File: src/hw/stm_pkg.sv
// Package of constants and carrier types for the standard timer mode and period block.
package stm_pkg;

    // ************************************************************
    // Register byte addresses
    // ************************************************************
    localparam logic [7:0] ADDR_MODE_CTL = 8'h00;
    localparam logic [7:0] ADDR_PERIOD   = 8'h04;
    localparam logic [7:0] ADDR_RUN_CTL  = 8'h08;
    localparam logic [7:0] ADDR_A_CMP    = 8'h0c;
    localparam logic [7:0] ADDR_COUNT    = 8'h10;
    localparam logic [7:0] ADDR_CAPTURE  = 8'h14;

    // ************************************************************
    // Reset values
    // ************************************************************
    localparam logic [7:0]  RST_MODE_CTL = 8'h00;
    localparam logic [7:0]  RST_PERIOD   = 8'h00;
    localparam logic [15:0] RST_WORD16   = 16'h0000;
    localparam logic [31:0] RST_WORD32   = 32'h0000_0000;

    // ************************************************************
    // Field positions of timer_mode_control and the run register
    // ************************************************************
    localparam int MODE_HI  = 7;
    localparam int MODE_LO  = 6;
    localparam int PF_HI    = 5;
    localparam int PF_LO    = 4;
    localparam int OC_BIT   = 3;
    localparam int POL_BIT  = 2;
    localparam int DPX_BIT  = 1;
    localparam int CCLR_BIT = 0;
    localparam int RUN_BIT  = 0;

    // ************************************************************
    // Mode and pin function encodings
    // ************************************************************
    localparam logic [1:0] MODE_CMP = 2'h0;
    localparam logic [1:0] MODE_CAP = 2'h1;
    localparam logic [1:0] MODE_PWM = 2'h2;
    localparam logic [1:0] MODE_TMR = 2'h3;
    localparam logic [1:0] PF_0     = 2'h0;
    localparam logic [1:0] PF_1     = 2'h1;
    localparam logic [1:0] PF_2     = 2'h2;
    localparam logic [1:0] PF_3     = 2'h3;

    localparam logic [7:0]  LOW_BYTE_ZERO = 8'h00;
    localparam logic [15:0] COUNT_ONE     = 16'h0001;
    localparam logic [15:0] COUNT_MAX     = 16'hffff;

    // ************************************************************
    // Carrier types
    // ************************************************************
    typedef struct packed {
        logic        psel;
        logic        penable;
        logic        pwrite;
        logic [7:0]  paddr;
        logic [31:0] pwdata;
    } stm_apb_req_t;

    typedef struct packed {
        logic [31:0] prdata;
        logic        pready;
        logic        pslverr;
    } stm_apb_rsp_t;

    typedef struct packed {
        logic [7:0]  mode_ctl;
        logic [7:0]  period;
        logic        run;
        logic [15:0] a_cmp;
        logic [15:0] count;
        logic        cmp_level;
        logic        cap_prev;
        logic [15:0] cap_val;
        logic        cap_evt;
        logic        pin_out;
        logic        pin_oe;
        logic [31:0] prdata;
        logic        pready;
        logic        pslverr;
    } stm_state_t;

endpackage : stm_pkg

File: src/hw/stm_compare.sv
// Comparators A and P of the standard timer with the counter's next value.
`timescale 1ns/1ps
module stm_compare (
    input  wire logic [15:0] count,
    input  wire logic [15:0] a_cmp,
    input  wire logic [7:0]  period,
    output logic      [15:0] count_next,
    output logic             a_hit,
    output logic             p_hit,
    output logic             wrap,
    output logic             duty_a,
    output logic             duty_p
);
    // Matches look at the value the counter is about to take, so a clear lands
    // exactly on the period boundary and no extra count is spent.
    assign count_next = 16'(count + stm_pkg::COUNT_ONE);
    assign a_hit      = (count_next == a_cmp);
    assign p_hit      = (period != stm_pkg::RST_PERIOD) &&
                        (count_next[15:8] == period) &&
                        (count_next[7:0] == stm_pkg::LOW_BYTE_ZERO);
    assign wrap       = (count == stm_pkg::COUNT_MAX);
    assign duty_a     = (count < a_cmp);
    // A zero period value stands for a full 65536-count duty.
    assign duty_p     = (period == stm_pkg::RST_PERIOD) || (count[15:8] < period);
endmodule : stm_compare

File: src/hw/stm_timer.sv
// Standard timer mode, pin function and period compare logic with an APB slave.
//
// Register access over APB and the register addresses were chosen for this implementation.
`timescale 1ns/1ps
module stm_timer (
    input  wire logic                 core_clk,
    input  wire logic                 reset_n,
    input  wire logic                 clk_en,
    input  wire stm_pkg::stm_apb_req_t apb_req,
    output stm_pkg::stm_apb_rsp_t     apb_rsp,
    input  wire logic                 count_tick,
    input  wire logic                 capture_input_pin,
    output logic                      timer_output_pin,
    output logic                      timer_output_pin_oe,
    output logic                      capture_event
);

    // ************************************************************
    // State and comparators
    // ************************************************************
    stm_pkg::stm_state_t s_q;
    stm_pkg::stm_state_t s_d;

    logic [15:0] count_next;
    logic        a_hit;
    logic        p_hit;
    logic        wrap;
    logic        duty_a;
    logic        duty_p;

    stm_compare u_compare (
        .count      (s_q.count),
        .a_cmp      (s_q.a_cmp),
        .period     (s_q.period),
        .count_next (count_next),
        .a_hit      (a_hit),
        .p_hit      (p_hit),
        .wrap       (wrap),
        .duty_a     (duty_a),
        .duty_p     (duty_p)
    );

    logic [1:0] mode;
    logic [1:0] pf;
    logic       oc;
    logic       pol;
    logic       dpx;
    logic       cclr;
    logic       wr_go;
    logic       step;
    logic       cap_rise;
    logic       cap_fall;

    assign mode     = s_q.mode_ctl[stm_pkg::MODE_HI:stm_pkg::MODE_LO];
    assign pf       = s_q.mode_ctl[stm_pkg::PF_HI:stm_pkg::PF_LO];
    assign oc       = s_q.mode_ctl[stm_pkg::OC_BIT];
    assign pol      = s_q.mode_ctl[stm_pkg::POL_BIT];
    assign dpx      = s_q.mode_ctl[stm_pkg::DPX_BIT];
    assign cclr     = s_q.mode_ctl[stm_pkg::CCLR_BIT];
    // A write takes effect at the edge where the master sees pready high.
    assign wr_go    = apb_req.psel & apb_req.penable & apb_req.pwrite & s_q.pready;
    assign step     = s_q.run & count_tick;
    assign cap_rise = capture_input_pin & ~s_q.cap_prev;
    assign cap_fall = ~capture_input_pin & s_q.cap_prev;

    // ************************************************************
    // Next-state logic
    // ************************************************************
    always_comb begin
        logic       mapped;
        logic [31:0] rd;
        logic       clr;
        logic       cap_hit;
        logic       lvl;
        logic       drive;
        logic       active;
        mapped  = 1'b1;
        rd      = stm_pkg::RST_WORD32;
        clr     = 1'b0;
        cap_hit = 1'b0;
        lvl     = 1'b0;
        drive   = 1'b0;
        active  = 1'b0;
        s_d     = s_q;

        // Register decode; read-only registers ignore writes without error.
        case (apb_req.paddr)
            stm_pkg::ADDR_MODE_CTL: rd = {24'h00_0000, s_q.mode_ctl};
            stm_pkg::ADDR_PERIOD:   rd = {24'h00_0000, s_q.period};
            stm_pkg::ADDR_RUN_CTL:  rd = {31'h0000_0000, s_q.run};
            stm_pkg::ADDR_A_CMP:    rd = {16'h0000, s_q.a_cmp};
            stm_pkg::ADDR_COUNT:    rd = {16'h0000, s_q.count};
            stm_pkg::ADDR_CAPTURE:  rd = {16'h0000, s_q.cap_val};
            default:                mapped = 1'b0;
        endcase

        // One wait state: pready rises in the second access cycle only.
        s_d.pready  = apb_req.psel & apb_req.penable & ~s_q.pready;
        s_d.prdata  = s_d.pready ? rd : stm_pkg::RST_WORD32;
        s_d.pslverr = s_d.pready & ~mapped;

        // Counter, clear sources and single pulse stop.
        if (step) begin
            case (mode)
                stm_pkg::MODE_CMP, stm_pkg::MODE_TMR: begin
                    clr = cclr ? a_hit : (p_hit | wrap);
                end
                stm_pkg::MODE_PWM: begin
                    if (pf == stm_pkg::PF_3) begin
                        // The pulse ends on an A match; the counter only stops.
                        if (a_hit) begin
                            s_d.run = 1'b0;
                        end
                    end else begin
                        clr = dpx ? a_hit : (p_hit | wrap);
                    end
                end
                default: clr = 1'b0;
            endcase
            s_d.count = clr ? stm_pkg::RST_WORD16 : count_next;
        end

        // Compare-mode pin level on an A match.
        if (step && (mode == stm_pkg::MODE_CMP) && a_hit) begin
            case (pf)
                stm_pkg::PF_1: s_d.cmp_level = 1'b0;
                stm_pkg::PF_2: s_d.cmp_level = 1'b1;
                stm_pkg::PF_3: s_d.cmp_level = ~s_q.cmp_level;
                default:       s_d.cmp_level = s_q.cmp_level;
            endcase
        end

        // Capture edge selection; capture only runs while the counter runs.
        case (pf)
            stm_pkg::PF_0: cap_hit = cap_rise;
            stm_pkg::PF_1: cap_hit = cap_fall;
            stm_pkg::PF_2: cap_hit = cap_rise | cap_fall;
            default:       cap_hit = 1'b0;
        endcase
        s_d.cap_evt  = (mode == stm_pkg::MODE_CAP) & s_q.run & cap_hit;
        s_d.cap_prev = capture_input_pin;
        if (s_d.cap_evt) begin
            s_d.cap_val = s_q.count;
        end

        // Software writes come last so they win over the pulse stop.
        if (wr_go) begin
            case (apb_req.paddr)
                stm_pkg::ADDR_MODE_CTL: s_d.mode_ctl = apb_req.pwdata[7:0];
                stm_pkg::ADDR_PERIOD:   s_d.period   = apb_req.pwdata[7:0];
                stm_pkg::ADDR_RUN_CTL:  s_d.run      = apb_req.pwdata[stm_pkg::RUN_BIT];
                stm_pkg::ADDR_A_CMP:    s_d.a_cmp    = apb_req.pwdata[15:0];
                default:                s_d.run      = s_d.run;
            endcase
        end

        // A run rising edge restarts from zero; a falling edge just stops counting.
        if (s_d.run && !s_q.run) begin
            s_d.count     = stm_pkg::RST_WORD16;
            s_d.cmp_level = oc;
        end

        // Output pin: the mode picks the level, polarity is applied last.
        active = dpx ? duty_p : duty_a;
        case (mode)
            stm_pkg::MODE_CMP: begin
                drive = 1'b1;
                lvl   = s_d.cmp_level;
            end
            stm_pkg::MODE_PWM: begin
                drive = 1'b1;
                case (pf)
                    stm_pkg::PF_0: lvl = ~oc;
                    stm_pkg::PF_1: lvl = oc;
                    stm_pkg::PF_2: lvl = active ? oc : ~oc;
                    default:       lvl = s_d.run ? oc : ~oc;
                endcase
            end
            default: begin
                // Capture uses the pin as an input; timer mode releases it.
                drive = 1'b0;
                lvl   = 1'b0;
            end
        endcase
        s_d.pin_oe  = drive;
        s_d.pin_out = drive & (lvl ^ pol);
    end

    // ************************************************************
    // State register
    // ************************************************************
    always_ff @(posedge core_clk or negedge reset_n) begin
        if (!reset_n) begin
            s_q <= '{mode_ctl: stm_pkg::RST_MODE_CTL, period: stm_pkg::RST_PERIOD,
                     run: 1'b0, a_cmp: stm_pkg::RST_WORD16,
                     count: stm_pkg::RST_WORD16, cmp_level: 1'b0, cap_prev: 1'b0,
                     cap_val: stm_pkg::RST_WORD16, cap_evt: 1'b0, pin_out: 1'b0,
                     pin_oe: 1'b0, prdata: stm_pkg::RST_WORD32, pready: 1'b0,
                     pslverr: 1'b0};
        end else if (clk_en) begin
            s_q <= s_d;
        end
    end

    assign apb_rsp             = '{prdata: s_q.prdata, pready: s_q.pready,
                                   pslverr: s_q.pslverr};
    assign timer_output_pin    = s_q.pin_out;
    assign timer_output_pin_oe = s_q.pin_oe;
    assign capture_event       = s_q.cap_evt;
endmodule : stm_timer

File: config.mk
export PLATFORM = sky130hd
export DESIGN_NAME = stm_timer
export DESIGN_NICKNAME = d
export VERILOG_FILES = /design/src/hw/stm_pkg.sv /design/src/hw/stm_compare.sv /design/src/hw/stm_timer.sv
export SDC_FILE = /design/constraint.sdc
export NUM_CORES = 1
export LEC_CHECK = 0
export BUFFER_PORTS_ARGS = -buffer_cell sky130_fd_sc_hd__buf_4
export CAP_MARGIN = 40
export CELL_PAD_IN_SITES_DETAIL_PLACEMENT = 1
export CELL_PAD_IN_SITES_GLOBAL_PLACEMENT = 2
export CORE_MARGIN = 4
export CORE_UTILIZATION = 37
export DETAILED_ROUTE_END_ITERATION = 16
export PLACE_DENSITY_LB_ADDON = 0.05
export SLEW_MARGIN = 20
export SYNTH_ARGS = -nofsm -noshare
export SYNTH_HDL_FRONTEND = slang
export SYNTH_HIERARCHICAL = 1
export SYNTH_SLANG_ARGS = --single-unit
File: constraint.sdc
create_clock -name core_clk -period 4.6 [get_ports core_clk]
set_clock_uncertainty 0.2 [all_clocks]
set_input_delay 0.46 -clock core_clk [delete_from_list [all_inputs] [get_ports core_clk]]
set_output_delay 0.46 -clock core_clk [all_outputs]
set_load 0.02 [all_outputs]
==> reports/metrics.yaml <==
yosys:
  yosysWarnings: 6
  netlist_top_cells_area: "dfrtp_1 36%, ha_1 6.2%, buf_4 4.7%, mux2_2 4.6%, mux2_4 4.0%"
  netlist.area_leader.share: 0.363
  synth_common_cells: "88 x dfrtp_1, 55 x inv_1, 38 x buf_4"
  ys_types: 78
  synth_ff_type: "dfrtp_1"
  synth_most_common_cell: "dfrtp_1"
  postSynth.asyncResetShare: 1.00
  syn_area_um2: 6070
  synth_top_area_cell: "dfrtp_1"
  synth_edf_count: 0
  synthCells: 589
  ys_seq_area_frac: 0.363
  ys_seq_elements: 88
  avgSynthCellArea_um2: 10.3
detailed_routing:
  via_per_inst: 5.41
  route.detailed.drc: 0
  totalWireLength_mm: 17.8
  antenna_left: 0
  num_vias: 4564
  wire_per_inst_um: 21.1
  drtIter0Drc: 325
  firstDrtPassIters: 4
timing:
  fmax_mhz: 244
  post-route-period-util: 0.892
  rsz0062_at_grt: "false"
  finalHoldViolCount: 0
  finalSetupViolations: 0
  worst_pin_slew_ns: 0.729
  timing.final.ws_setup_ns: 0.495
  fin_tns_setup_ns: 0
  relSlewSlack: 0.510
  finalCriticalPeriod_ns: 4.10
  drv_slew: 0
critical_path:
  worst-path-max-fanout: 8
  cp_cell_sequence: "ha_1 > and4_4 > nand4_4 > a32oi_1 > o211ai_1 > or4b_1 > nor4_2 > and4_1 > a21oi_1 > a31oi_1 > mux2i_1 > o41a_1 > o311ai_1"
  end_kind: "register"
  required_ns: 4.64
  worstPathArrival_ns: 4.15
  reg2reg_slack_ns: 0.50
  r2r_cells: 13
  critPathMaxStageDelay_ns: 0.55
  regToRegStartpoint: "s_q[56]"
  crit_type: "register to register"
  crit_family: "simple AND/OR/NAND/NOR gates"
  cp_slowest_cell: "or4b_1"
  crit_buf_inv: 0
  timing.rr.end: "timer_output_pin"
  start_kind: "register"
power_and_ir_drop:
  finalPower_uw: 1640
  peakVddDrop_uv: 169
  p_leak_uw: 0.00326
  p_per_area_nw_per_um2: 241
place:
  port_buffers: 52
  gp_congestion: 0.907
  hpwl_mm: 13.7
  place_area_um2: 6500
  dp_slack_ns: 0.504
  dp_cells: 826
clocking:
  cts_sinks: 88
  clk-insertion-delay-late_ns: 0.35
  clkTransAtPathRegs_ns: 0.07
  ctsResizeCount: 0
  clockBufferDepth: 2
  h-tree-depth: 3
  cts_buffers: 9
  root_buffer: "clkbuf_16"
  cts_tree: "done"
floorplan:
  row_count: 46
  die-area_um2: 18500
  io_pins: 85
  core_area_um2: 16000
  initial_core_util: 0.380
  die_x_um: 136
  fp.dieH_um: 136
final_layout:
  syn2layout_area_growth_pct: 12.1
  n_fill_cell: 1845
  drive_above_1_share: 0.244
  final_area_um2: 6810
  fin_cells: 843
  nets: 700
  num_antenna_cells: 0
flow_run:
  drv_cap: 0
global_route:
  antenna_found_initial: 0
  first_global_vias: 4760
  grt_pass1_wl_mm: 28.0
  grt_max_degree: 56
  gr-usage-all-layers: 0.200
  grt.overflow.total: 0
hold_path:
  min_path_cells: 2
  hp-class: "input port to register"
  holdPathEnd: "s_q[80]"
  worstHoldStart: "apb_req[9]"
outcome:
  status: "finished clean"
==> through the flow <==
step / utilization / hold slack (ns)
detailed placement: 0.406 / 0.295
global placement: 0.404 / 0.288
global route: 0.426 / 0.119
finish: 0.426 / 0.123
floorplan: - / -0.0356
CTS: 0.426 / 0.111
==> metal layers <==
metal | GRT usage | wire, µm | up-vias
met4 | 0.0398 | 165 | 0
met3 | 0.0318 | 668 | 12
met5 | 0 | 0 | -
li1 | - | - | 2160
met2 | 0.313 | 8150 | 71
met1 | 0.292 | 8810 | 2321
==> where the power goes <==
part           switching (µW)  total (µW)  internal, µW  leakage (µW)
registers                5.18         785           780       0.00122
logic                    65.1         102          37.2       0.00190
clock network             330         755           425      0.000143
==> final cells by class <==
cell class,instances,area [µm²],area share
Inverter,55,206,0.0303
Timing Repair Buffer,71,544,0.0799
Multi-Input combinational cell,397,3290,0.483
Clock buffer,10,229,0.0336
Sequential cell,88,2200,0.323
Tap cell,216,270,0.0397
Clock inverter,6,68.8,0.0101
==> kinds of logic after synthesis <==
| kind of cell | share of synthesized area |
|---|---|
| other | 0.000617 |
| DFF | 0.363 |
| muxes | 0.109 |
| adders and majority gates | 0.0618 |
| buffers and inverters | 0.106 |
| xor gates and xnor gates | 0.0464 |
| AOI/OAI and AO/OA | 0.162 |
| and+or+nand+nor | 0.152 |
==> layout by cell type (no fill, tap or decap), drive strengths merged, types with 17 or more instances in the layout <==
cell type and count:
mux2 50, dfrtp 88, buf 70, a22o 23
nand2 30, ha 30, a21oi 28, inv 56
o22ai 20, xnor2 17
==> state kept, by name, summed over array words and instances, names as in the netlist, 2 cells and up <==
name / flops
mode: 2
apb_rsp: 18
s_q: 59
pf: 2
==> timing repair <==
| action | CTS | global route |
|---|---|---|
| buffers inserted | 0 | 0 |
| endpoints found under the hold margin | 2 | 0 |
| hold buffers | 1 | 0 |
==> worst max path at each step <==
| stage | start | endpoint | slack [ns] | cells past startpoint |
|---|---|---|---|---|
| after floorplan | s_q[56] | timer_output_pin | 1.09 | 13 |
| after global placement | s_q[56] | timer_output_pin | 0.50 | 13 |
| after detailed placement | s_q[56] | timer_output_pin | 0.50 | 13 |
| after CTS | s_q[56] | timer_output_pin | 0.48 | 13 |
| after global routing | s_q[56] | timer_output_pin | 0.19 | 13 |
| final | s_q[56] | timer_output_pin | 0.50 | 13 |
Power figures use the tool's default switching activity.
